[src/rtl/uxp_pkg.sv]
// Constants and types shared by the I/O and regulator control block.
package uxp_pkg;

	// ------------------------------------------------------------
	// Register indices and byte addresses
	// ------------------------------------------------------------
	localparam logic [7:0] IDX_WRITE = 8'h39;
	localparam logic [7:0] IDX_SET = 8'h3A;
	localparam logic [7:0] IDX_CLEAR = 8'h3B;
	localparam int unsigned ADDR_W_MIN = 10;
	localparam logic [9:0] ADDR_WRITE = {IDX_WRITE, 2'b00};
	localparam logic [9:0] ADDR_SET = {IDX_SET, 2'b00};
	localparam logic [9:0] ADDR_CLEAR = {IDX_CLEAR, 2'b00};

	// ------------------------------------------------------------
	// Field positions, reset value and writable mask
	// ------------------------------------------------------------
	localparam int unsigned BIT_SWAP = 1;
	localparam int unsigned LSB_SER_LVL = 2;
	localparam int unsigned BIT_PU_PLUS = 4;
	localparam int unsigned BIT_PU_MINUS = 5;
	localparam int unsigned LSB_BUS_LVL = 6;
	localparam logic [7:0] CTRL_RESET = 8'h04;
	localparam logic [7:0] CTRL_WMASK = 8'hFE;

	// ------------------------------------------------------------
	// Regulator level codes
	// ------------------------------------------------------------
	localparam logic [1:0] LVL_3V3 = 2'b00;
	localparam logic [1:0] LVL_3V0 = 2'b01;
	localparam logic [1:0] LVL_2V75 = 2'b10;
	localparam logic [1:0] LVL_2V5 = 2'b11;

	// ------------------------------------------------------------
	// Operating modes of the transceiver
	// ------------------------------------------------------------
	typedef enum logic [1:0] {
		MODE_BUS = 2'b00,
		MODE_SERIAL = 2'b01,
		MODE_AUDIO = 2'b10
	} uxp_mode_t;

	localparam int unsigned SYNC_STAGES = 3;

endpackage : uxp_pkg

[src/rtl/uxp_io_regulator_ctrl.sv]
// I/O and regulator control register with its APB slave and output logic.
//
// What this block does
// - Register reads at three addresses; writes, sets, clears at first, second, third.
// - Swap bit exchanges plus and minus line roles for the transceiver.
// - Swap exchanges serial lines in serial mode; speaker routing untouched.
// - Serial field picks regulator level in serial mode; reset value 3.0V.
// - Entering serial mode, level moves to serial field once transmit drive asserts.
// - Audio mode holds regulator at 3.3V regardless of the serial field.
// - Bits 4 and 5 enable pull-ups; both forced on in serial mode.
// - Bus field sets regulator level outside audio mode, except in serial mode once transmit drive asserts.
`timescale 1ns/1ps
module uxp_io_regulator_ctrl #(
	parameter int unsigned ADDR_W = 10
) (
	// APB slave
	input wire logic pclk,
	input wire logic presetn,
	input wire logic [ADDR_W-1:0] paddr,
	input wire logic psel,
	input wire logic penable,
	input wire logic pwrite,
	input wire logic [31:0] pwdata,
	input wire logic [3:0] pstrb,
	output logic [31:0] prdata,
	output logic pready,
	output logic pslverr,
	// Mode from the transceiver core
	input wire logic [1:0] phy_mode,
	input wire logic transmit_drive_enable,
	// Transceiver side
	input wire logic xcvr_dp_out,
	input wire logic xcvr_dm_out,
	input wire logic xcvr_dp_oe,
	input wire logic xcvr_dm_oe,
	output logic xcvr_dp_in,
	output logic xcvr_dm_in,
	// Serial side
	input wire logic uart_tx,
	output logic uart_rx,
	// Data pins
	input wire logic dp_i,
	input wire logic dm_i,
	output logic dp_o,
	output logic dp_oe,
	output logic dm_o,
	output logic dm_oe,
	// Analogue controls
	output logic [1:0] regulated_supply_level,
	output logic charger_pullup_plus_line,
	output logic charger_pullup_minus_line,
	output logic audio_path_en
);

	// ------------------------------------------------------------
	// Elaboration check
	// ------------------------------------------------------------
	if (ADDR_W < uxp_pkg::ADDR_W_MIN || ADDR_W > 32)
	begin : g_bad_addr_w
		$error("ADDR_W must lie between 10 and 32.");
	end

	// ------------------------------------------------------------
	// Address decode
	// ------------------------------------------------------------
	logic [7:0] ctrl_r;
	logic [7:0] ctrl_nxt;
	logic pready_r;
	wire [9:0] addr_lo = paddr[9:0];
	wire addr_hi_zero = (paddr >> 10) == '0;
	wire hit_write = addr_hi_zero && (addr_lo == uxp_pkg::ADDR_WRITE);
	wire hit_set = addr_hi_zero && (addr_lo == uxp_pkg::ADDR_SET);
	wire hit_clear = addr_hi_zero && (addr_lo == uxp_pkg::ADDR_CLEAR);
	wire hit_any = hit_write || hit_set || hit_clear;
	wire setup_ph = psel && !penable;
	wire wr_take = psel && penable && pready_r && pwrite && pstrb[0];
	wire [7:0] wdata_m = pwdata[7:0] & uxp_pkg::CTRL_WMASK;

	// ------------------------------------------------------------
	// Register update
	// ------------------------------------------------------------
	// set and clear
	assign ctrl_nxt = !wr_take ? ctrl_r :
		hit_write ? wdata_m :
		hit_set ? (ctrl_r | wdata_m) :
		hit_clear ? (ctrl_r & ~wdata_m) : ctrl_r;

	always_ff @(posedge pclk or negedge presetn)
	begin
		if (!presetn)
			ctrl_r <= uxp_pkg::CTRL_RESET;
		else
			ctrl_r <= ctrl_nxt;
	end

	// ------------------------------------------------------------
	// Bus answer
	// ------------------------------------------------------------
	// The slave answers in the first access cycle, with no extra wait.
	wire pready_nxt = setup_ph;
	wire [31:0] rdata_nxt = hit_any ? {24'h000000, ctrl_r} : 32'h00000000;

	always_ff @(posedge pclk or negedge presetn)
	begin
		if (!presetn)
		begin
			pready_r <= 1'b0;
			prdata <= 32'h00000000;
			pslverr <= 1'b0;
		end
		else
		begin
			pready_r <= pready_nxt;
			prdata <= setup_ph ? rdata_nxt : 32'h00000000;
			pslverr <= setup_ph && !hit_any;
		end
	end
	assign pready = pready_r;

	// ------------------------------------------------------------
	// Mode and regulator level
	// ------------------------------------------------------------
	logic ser_armed_r;
	wire mode_serial = phy_mode == uxp_pkg::MODE_SERIAL;
	wire mode_audio = phy_mode == uxp_pkg::MODE_AUDIO;
	wire [1:0] ser_lvl = ctrl_r[uxp_pkg::LSB_SER_LVL +: 2];
	wire [1:0] bus_lvl = ctrl_r[uxp_pkg::LSB_BUS_LVL +: 2];
	wire ser_armed_nxt = mode_serial && (ser_armed_r || transmit_drive_enable);
	wire [1:0] lvl_nxt = mode_audio ? uxp_pkg::LVL_3V3 :
		ser_armed_nxt ? ser_lvl :
		bus_lvl;
	wire pu_plus_nxt = ctrl_r[uxp_pkg::BIT_PU_PLUS] || mode_serial;
	wire pu_minus_nxt = ctrl_r[uxp_pkg::BIT_PU_MINUS] || mode_serial;

	always_ff @(posedge pclk or negedge presetn)
	begin
		if (!presetn)
		begin
			ser_armed_r <= 1'b0;
			regulated_supply_level <= uxp_pkg::LVL_3V3;
			charger_pullup_plus_line <= 1'b0;
			charger_pullup_minus_line <= 1'b0;
			audio_path_en <= 1'b0;
		end
		else
		begin
			ser_armed_r <= ser_armed_nxt;
			regulated_supply_level <= lvl_nxt;
			charger_pullup_plus_line <= pu_plus_nxt;
			charger_pullup_minus_line <= pu_minus_nxt;
			audio_path_en <= mode_audio;
		end
	end

	// ------------------------------------------------------------
	// Line routing
	// ------------------------------------------------------------
	// swap lines
	wire swap_en = ctrl_r[uxp_pkg::BIT_SWAP];

	uxp_line_route u_route (
		.pclk(pclk),
		.presetn(presetn),
		.swap_en(swap_en),
		.serial_mode(mode_serial),
		.audio_mode(mode_audio),
		.xcvr_dp_out(xcvr_dp_out),
		.xcvr_dm_out(xcvr_dm_out),
		.xcvr_dp_oe(xcvr_dp_oe),
		.xcvr_dm_oe(xcvr_dm_oe),
		.xcvr_dp_in(xcvr_dp_in),
		.xcvr_dm_in(xcvr_dm_in),
		.uart_tx(uart_tx),
		.uart_rx(uart_rx),
		.dp_i(dp_i),
		.dm_i(dm_i),
		.dp_o(dp_o),
		.dp_oe(dp_oe),
		.dm_o(dm_o),
		.dm_oe(dm_oe)
	);

	// ------------------------------------------------------------
	// Assertions
	// ------------------------------------------------------------
	property p_read_alias;
		@(posedge pclk) disable iff (!presetn)
		(setup_ph && !pwrite && hit_any) |=> (prdata == {24'h000000, $past(ctrl_r)})
			&& pready && !pslverr;
	endproperty
	a_read_alias: assert property (p_read_alias)
		else $error("Read of an alias did not return the register.");

	property p_write_direct;
		@(posedge pclk) disable iff (!presetn)
		(wr_take && hit_write) |=> (ctrl_r == ($past(pwdata[7:0]) & 8'hFE));
	endproperty
	a_write_direct: assert property (p_write_direct)
		else $error("Direct write did not load the register.");

	property p_set_clear;
		@(posedge pclk) disable iff (!presetn)
		(wr_take && (hit_set || hit_clear)) |=> (ctrl_r == ($past(hit_set)
			? ($past(ctrl_r) | ($past(pwdata[7:0]) & 8'hFE))
			: ($past(ctrl_r) & ~($past(pwdata[7:0]) & 8'hFE))));
	endproperty
	a_set_clear: assert property (p_set_clear)
		else $error("Set or clear alias changed the wrong bits.");

	property p_swap_bus;
		@(posedge pclk) disable iff (!presetn)
		(phy_mode == uxp_pkg::MODE_BUS && swap_en) |=>
			(dm_o == $past(xcvr_dp_out)) && (dp_o == $past(xcvr_dm_out))
			&& (dm_oe == $past(xcvr_dp_oe));
	endproperty
	a_swap_bus: assert property (p_swap_bus)
		else $error("Swapped lines do not carry the exchanged roles.");

	property p_swap_serial;
		@(posedge pclk) disable iff (!presetn)
		mode_serial |=> (dp_oe == $past(swap_en)) && (dm_oe == !$past(swap_en));
	endproperty
	a_swap_serial: assert property (p_swap_serial)
		else $error("Serial transmit sits on the wrong line.");

	property p_audio_quiet;
		@(posedge pclk) disable iff (!presetn)
		mode_audio [*2] |-> !dp_oe && !dm_oe && audio_path_en;
	endproperty
	a_audio_quiet: assert property (p_audio_quiet)
		else $error("Data lines driven in audio mode.");

	property p_serial_level;
		@(posedge pclk) disable iff (!presetn)
		(mode_serial && transmit_drive_enable) ##1 mode_serial |=>
			regulated_supply_level == $past(ser_lvl);
	endproperty
	a_serial_level: assert property (p_serial_level)
		else $error("Serial level not applied after transmit drive.");

	property p_serial_wait;
		@(posedge pclk) disable iff (!presetn)
		(!mode_serial ##1 (mode_serial && !transmit_drive_enable)) |=>
			regulated_supply_level == $past(bus_lvl);
	endproperty
	a_serial_wait: assert property (p_serial_wait)
		else $error("Level changed before transmit drive asserted.");

	property p_audio_level;
		@(posedge pclk) disable iff (!presetn)
		mode_audio |=> regulated_supply_level == 2'b00;
	endproperty
	a_audio_level: assert property (p_audio_level)
		else $error("Audio mode regulator level is not 3.3V.");

	property p_pullups;
		@(posedge pclk) disable iff (!presetn)
		1'b1 |=> (charger_pullup_plus_line == ($past(ctrl_r[4]) || $past(mode_serial)))
			&& (charger_pullup_minus_line == ($past(ctrl_r[5]) || $past(mode_serial)));
	endproperty
	a_pullups: assert property (p_pullups)
		else $error("Pull-up enables disagree with bits and mode.");

	property p_bus_level;
		@(posedge pclk) disable iff (!presetn)
		(phy_mode == uxp_pkg::MODE_BUS) |=> regulated_supply_level == $past(ctrl_r[7:6]);
	endproperty
	a_bus_level: assert property (p_bus_level)
		else $error("Bus mode level does not follow the bus field.");

	property p_answer_next;
		@(posedge pclk) disable iff (!presetn)
		setup_ph |=> pready && (pslverr == !$past(hit_any));
	endproperty
	a_answer_next: assert property (p_answer_next)
		else $error("Setup cycle was not answered in the next cycle.");

	property p_idle_quiet;
		@(posedge pclk) disable iff (!presetn)
		!setup_ph |=> !pready && !pslverr && (prdata == 32'h00000000);
	endproperty
	a_idle_quiet: assert property (p_idle_quiet)
		else $error("Bus answer stood longer than one cycle.");

	property p_unmapped_read;
		@(posedge pclk) disable iff (!presetn)
		(setup_ph && !hit_any) |=> (prdata == 32'h00000000);
	endproperty
	a_unmapped_read: assert property (p_unmapped_read)
		else $error("Unmapped read returned data.");

	property p_write_refused;
		@(posedge pclk) disable iff (!presetn)
		(psel && penable && pready && pwrite && (!pstrb[0] || !hit_any)) |=>
			(ctrl_r == $past(ctrl_r));
	endproperty
	a_write_refused: assert property (p_write_refused)
		else $error("Refused write changed the register.");

endmodule : uxp_io_regulator_ctrl

[src/rtl/uxp_line_route.sv]
// Data line routing between the transceiver, the serial port and the pins.
`timescale 1ns/1ps
module uxp_line_route (
	// Clock and reset
	input wire logic pclk,
	input wire logic presetn,
	// Control
	input wire logic swap_en,
	input wire logic serial_mode,
	input wire logic audio_mode,
	// Transceiver side
	input wire logic xcvr_dp_out,
	input wire logic xcvr_dm_out,
	input wire logic xcvr_dp_oe,
	input wire logic xcvr_dm_oe,
	output logic xcvr_dp_in,
	output logic xcvr_dm_in,
	// Serial side
	input wire logic uart_tx,
	output logic uart_rx,
	// Pins
	input wire logic dp_i,
	input wire logic dm_i,
	output logic dp_o,
	output logic dp_oe,
	output logic dm_o,
	output logic dm_oe
);

	// ------------------------------------------------------------
	// Pin input synchronisers
	// ------------------------------------------------------------
	logic [1:0] pin_raw;
	logic [1:0] pin_val_r;
	assign pin_raw = {dm_i, dp_i};

	genvar g;
	generate
		for (g = 0; g < 2; g++)
		begin : g_sync
			logic [uxp_pkg::SYNC_STAGES-1:0] stg_r;
			always_ff @(posedge pclk or negedge presetn)
			begin
				if (!presetn)
					stg_r <= '0;
				else
					stg_r <= {stg_r[uxp_pkg::SYNC_STAGES-2:0], pin_raw[g]};
			end
			// A change counts once the second and third stages agree.
			always_ff @(posedge pclk or negedge presetn)
			begin
				if (!presetn)
					pin_val_r[g] <= 1'b0;
				else if (stg_r[1] == stg_r[2])
					pin_val_r[g] <= stg_r[2];
			end
		end
	endgenerate

	// ------------------------------------------------------------
	// Routing selection
	// ------------------------------------------------------------
	wire plus_v = swap_en ? xcvr_dm_out : xcvr_dp_out;
	wire minus_v = swap_en ? xcvr_dp_out : xcvr_dm_out;
	wire plus_e = swap_en ? xcvr_dm_oe : xcvr_dp_oe;
	wire minus_e = swap_en ? xcvr_dp_oe : xcvr_dm_oe;
	// Serial transmit leaves on the minus line unless swapped.
	wire ser_plus_e = swap_en;
	wire ser_minus_e = !swap_en;
	wire dp_o_nxt = serial_mode ? uart_tx : plus_v;
	wire dm_o_nxt = serial_mode ? uart_tx : minus_v;
	wire dp_oe_nxt = !audio_mode && (serial_mode ? ser_plus_e : plus_e);
	wire dm_oe_nxt = !audio_mode && (serial_mode ? ser_minus_e : minus_e);
	wire rx_nxt = swap_en ? pin_val_r[1] : pin_val_r[0];

	always_ff @(posedge pclk or negedge presetn)
	begin
		if (!presetn)
		begin
			dp_o <= 1'b0;
			dm_o <= 1'b0;
			dp_oe <= 1'b0;
			dm_oe <= 1'b0;
			xcvr_dp_in <= 1'b0;
			xcvr_dm_in <= 1'b0;
			uart_rx <= 1'b1;
		end
		else
		begin
			dp_o <= dp_o_nxt;
			dm_o <= dm_o_nxt;
			dp_oe <= dp_oe_nxt;
			dm_oe <= dm_oe_nxt;
			xcvr_dp_in <= swap_en ? pin_val_r[1] : pin_val_r[0];
			xcvr_dm_in <= swap_en ? pin_val_r[0] : pin_val_r[1];
			uart_rx <= serial_mode ? rx_nxt : 1'b1;
		end
	end

endmodule : uxp_line_route

[config.mk]
export PLATFORM = sky130hd
export DESIGN_NAME = uxp_io_regulator_ctrl
export DESIGN_NICKNAME = d
export VERILOG_FILES = /design/src/rtl/uxp_pkg.sv /design/src/rtl/uxp_io_regulator_ctrl.sv /design/src/rtl/uxp_line_route.sv
export SDC_FILE = /design/constraint.sdc
export NUM_CORES = 1
export LEC_CHECK = 0
export BUFFER_PORTS_ARGS = -buffer_cell sky130_fd_sc_hd__buf_2
export CAP_MARGIN = 20
export CORE_MARGIN = 10
export CORE_UTILIZATION = 43
export CTS_BUF_LIST = sky130_fd_sc_hd__clkbuf_2
export DETAILED_ROUTE_END_ITERATION = 12
export PLACE_DENSITY_LB_ADDON = 0.05
export SYNTH_ARGS = -nofsm -noshare
export SYNTH_HDL_FRONTEND = slang
export SYNTH_HIERARCHICAL = 1
export SYNTH_SLANG_ARGS = --single-unit
[constraint.sdc]
create_clock -name pclk -period 1.5 [get_ports pclk]
set_input_delay 0 -clock pclk [delete_from_list [all_inputs] [get_ports pclk]]
set_output_delay 0 -clock pclk [all_outputs]
set_load 0.1 [all_outputs]
Word-level counts from Yosys, hierarchy flattened
Cells that the tools add are included.
Widths: inputs -> output; s select.

storage, ports and cells
  register bits after elaboration = 39
  output and inout bits = 46
  word-level logic and storage cells = 68

cells by class
  eq/ne operators = 7
  multiplexer cells = 18
  bitwise logic cells = 3
  reductions and logical operators = 20

operators by type and width
  cell                 number
  $mux 8               5
  $eq 10x8->1 const B  3
  $mux 1               11
  $logic_and 1x1->1    9
  $and 8x8->8          1
  $not 8->8            1
  $or 8x8->8           1
  $logic_or 1x1->1     5
  $logic_not 1->1      4
  $mux 2               2
  $reduce_bool 3->1    1
  $eq 1x1->1           2
  $eq 2x1->1 const B   1
  $eq 2x2->1 const B   1
  $reduce_and 2->1     1

Logic depth before layout (Yosys ltp)
  word-level depth = 5
  gate-level depth with buffers = 4
  gate-level depth less buffers = 4

Hierarchy
The synthesis kept the hierarchy.

modules (own cells, without submodules)
  module                 times used  cells an instance  area an instance (um^2)  sequential area each (um^2)
  uxp_io_regulator_ctrl  1           100                1,142.3                  576.8
  uxp_line_route         1           33                 518.0                    376.6

Least setup slack after synthesis
OpenSTA, ideal clock, no wires.

  kind = register to register
  start = register pready_r (netlist: pready)
  end = register ctrl_r[1]
  setup time = 118 ps
  arrival time = 1,774 ps
  path slack = -392 ps
  stages on the path, launching flop included = 5
  period minus slack after synthesis = 1,892 ps
  cell sequence = dfrtp_1 and3_1 nand4_2 a22o_1 a21o_1

between the ends
  word-level cells in the longest chain between the ends = 4

ends and longest elaborated chain
  item                               RTL line                      RTL
  start: declaration                 uxp_io_regulator_ctrl.sv:68   logic pready_r;
  start signal: assignment           uxp_io_regulator_ctrl.sv:113  pready_r <= pready_nxt;
  $logic_and 1x1->1 (3 in a row)     uxp_io_regulator_ctrl.sv:76   wire wr_take = psel && penable && pready_r && pwrite && pstrb[0];
  $reduce_and 2->1 (no source line)  -
  end signal: assignment             uxp_io_regulator_ctrl.sv:91   ctrl_r <= uxp_pkg::CTRL_RESET;
  end signal: assignment             uxp_io_regulator_ctrl.sv:93   ctrl_r <= ctrl_nxt;
  end: declaration                   uxp_io_regulator_ctrl.sv:66   logic [7:0] ctrl_r;

No other way between the ends.
A chain may end at the register's enable or synchronous reset.

Worst setup path in the final report
  start = register pready_r (netlist: pready)
  end = register ctrl_r[7]

Same word-level chain as after synthesis.

==> qor.yml <==
status: "completed"
syn2layout_area_growth_pct: 31.35
ant_nets: 0
yosys_warnings: 6
arrival_ps: 1690
die_h_um: 82.14
ys.flop_type: "dfrtp_1"
overflow: 0
dp.cells: 236
first_pass_iters: 4
crit_start: "pready"
start_util_pct: 45.01
drt_iter0_markers: 16
grt.total_usage_pct: 11.27
setup_viol: 0
max_freq_ghz: 0.7296
cts_max_path_buffers: 2
slew_violations: 0
pin_count: 107
grt_pass1_wl_um: 5871
grt_pass1_vias: 1279
grt_max_degree: 24
drive_above_1_share_pct: 33.94
hold_path.class: "in2reg"
cts.repair.resized: 0
fin_worst_skew_ps: 10.30
reg2reg_from: "pready"
viasPerCell: 4.462
crit_chain: "and3_4 > nand4_4 > a21oi_2 > a21o_1"
portBuffers: 54
worst-r2r-cell-count: 4
routed_wl_um: 3640
vias: 1187
start_kind: "flop"
ir_worst_vdd_mv: 0.5718
synth.avg_cell_area_um2: 12.48
clock_sinks: 38
layout.nets: 278
ys_seq_area_share_pct: 57.42
dieArea_um2: 6747
leakage_uw: 0.001092
placed_cell_area_um2: 1922
synth_edf_count: 0
antenna_cells: 0
synthArstFlopShare_pct: 100.0
clkTransAtPathRegs_ps: 180
ys_types: 32
cts_tree: "built"
cpPeakStageDelay_ps: 450
cpMaxStageDelayCell: "dfrtp_4"
die_x_um: 82.14
post-dp-hpwl_um: 2768
hold_start: "phy_mode[1]"
fin_cells: 266
clk_latency_ps: 360
cts_buffers: 5
stdcell_area_um2: 2181
cts_root_buf: "clkbuf_2"
max_cap_viol_count: 0
critPathRequiredTime_ps: 1820
crit_path_end_kind: "flop"
cp_max_fo: 8
fp-row-count: 22
place.gp.congestion: 0.7215
setup_tns_ps: 0
final.min_clock_period_ps: 1371
drc: 0
ys_ff_latch: 38
antenna_found_initial: 0
hold_path_depth: 3
cts_max_level: 2
finalCritPeriodShare_pct: 91.37
finalHoldViolCount: 0
core-area_um2: 3689
synthCells: 133
p_per_area_nw_per_um2: 985.5
rsz0062_at_grt: "no"
synth_area_um2: 1660
wl_per_cell_um: 13.68
crit_type: "reg2reg"
==> synthesized netlist by cell type (2+ instances only) <==
master    count  area (um^2)
a22o_1        7        61.31
dfstp_2       2        52.55
inv_1         2        7.510
nor2b_1      10        62.56
nand2b_1      4        25.02
and2_1        8        50.05
mux2i_1       2        20.02
nand2_1       2        7.510
maj3_1        2        20.02
a21oi_1       5        25.02
dfrtp_1      36        900.9
buf_4        24        180.2
nor2_1        2        7.510
o21ai_0       3        15.01
a21o_1        7        52.55
==> placed cells by master (no fill, tap or decap), drive strengths merged, types with 2 or more instances in the layout <==
| cell type | count |
|---|---|
| dfrtp | 36 |
| clkinv | 2 |
| nor2b | 10 |
| dfstp | 2 |
| a21o | 7 |
| buf | 56 |
| clkbuf | 6 |
| nor2 | 2 |
| mux2i | 2 |
| dlygate4sd3 | 22 |
| maj3 | 2 |
| a22o | 7 |
| a21oi | 6 |
| mux2 | 2 |
| nand2 | 2 |
| inv | 2 |
| o21ai | 3 |
| nand2b | 4 |
| conb | 25 |
| and2 | 8 |
==> cell families after synthesis <==
logic type | count (synthesis) | synth area share (%)
other | 1 | 0.2259
AND/OR/NAND/NOR | 35 | 15.07
multiplexers | 4 | 2.788
AO/OA/AOI/OAI | 26 | 11.30
adder cells (fa/ha/maj) | 2 | 1.206
buffers and inverters | 27 | 11.98
flip-flops | 38 | 57.42
==> layout make-up <==
cell class                 instances  area [um^2]
clock buffer                       6        30.03
clock inverter                     2        8.758
fill                             329         1508
inverter                           2        7.507
multi-input combinational         92        611.8
sequential                        38        957.2
tap                               48        60.06
timing repair buffer              78        505.5
==> stage by stage <==
stage | setup slack (ps) | total power (uW) | util (%) | hold slack, ps
after floorplan | 6.334 | 1645 | - | -295.6
after global placement | 175.4 | 1702 | 52.10 | -8.077
after detailed placement | 145.8 | 1708 | 52.10 | -10.87
after CTS | 104.3 | 2175 | 58.58 | 7.217
after global routing | 55.38 | 2274 | 59.12 | 23.44
final | 129.4 | 2149 | 59.12 | 37.22
==> path summary, 6_finish.rpt <==
path                                               to  slack (ps)
setup / recovery                            ctrl_r[7]         130
hold / removal               charger_pullup_plus_line          40
setup reg to reg                            ctrl_r[7]         130
hold reg to reg            u_route/g_sync[1].stg_r[1]         370
max in group asynchronous             u_route/uart_rx         740
min in group asynchronous    charger_pullup_plus_line         100
==> worst max-delay path: cells and delay by family, from the launching register on <==
kind               cells  cell delay (ps)
and+or+nand+nor        2              350
AOI/OAI and AO/OA      2              520
DFF                    1              450
==> power by group <==
group          internal, uW  total (uW)  switching (uW)
clock network           115         417             302
logic                   115         654             539
registers              1070        1080            12.9
total                  1300        2150             854
==> sequential cells by signal, indices dropped and copies added, names as in the netlist <==
signal and count:
regulated_supply_level 2, ser_armed_r 1, u_route/dp_oe 1, pready 1, pslverr 1, u_route/g_sync.stg_r 6
u_route/xcvr_dp_in 1, u_route/dm_oe 1, ctrl_r 7, charger_pullup_plus_line 1, charger_pullup_minus_line 1, prdata 8
audio_path_en 1, u_route/dm_o 1, u_route/dp_o 1, u_route/uart_rx 1, u_route/xcvr_dm_in 1, u_route/pin_val_r 2
==> timing repair <==
action | CTS | global route
hold endpoints to repair | 58 | 1
hold buffers | 20 | 2
buffers inserted | 0 | 0
==> metal layers <==
| metal | vias to the layer above | routed length (um) | GRT usage [%] |
|---|---|---|---|
| li1 | 573 | - | - |
| met1 | 548 | 1448 | 12.91 |
| met2 | 60 | 1697 | 17.24 |
| met3 | 6 | 430 | 5.832 |
| met4 | 0 | 63 | 5.102 |
| met5 | - | 0 | 0 |
No activity file was read; power rests on OpenSTA's default activity.
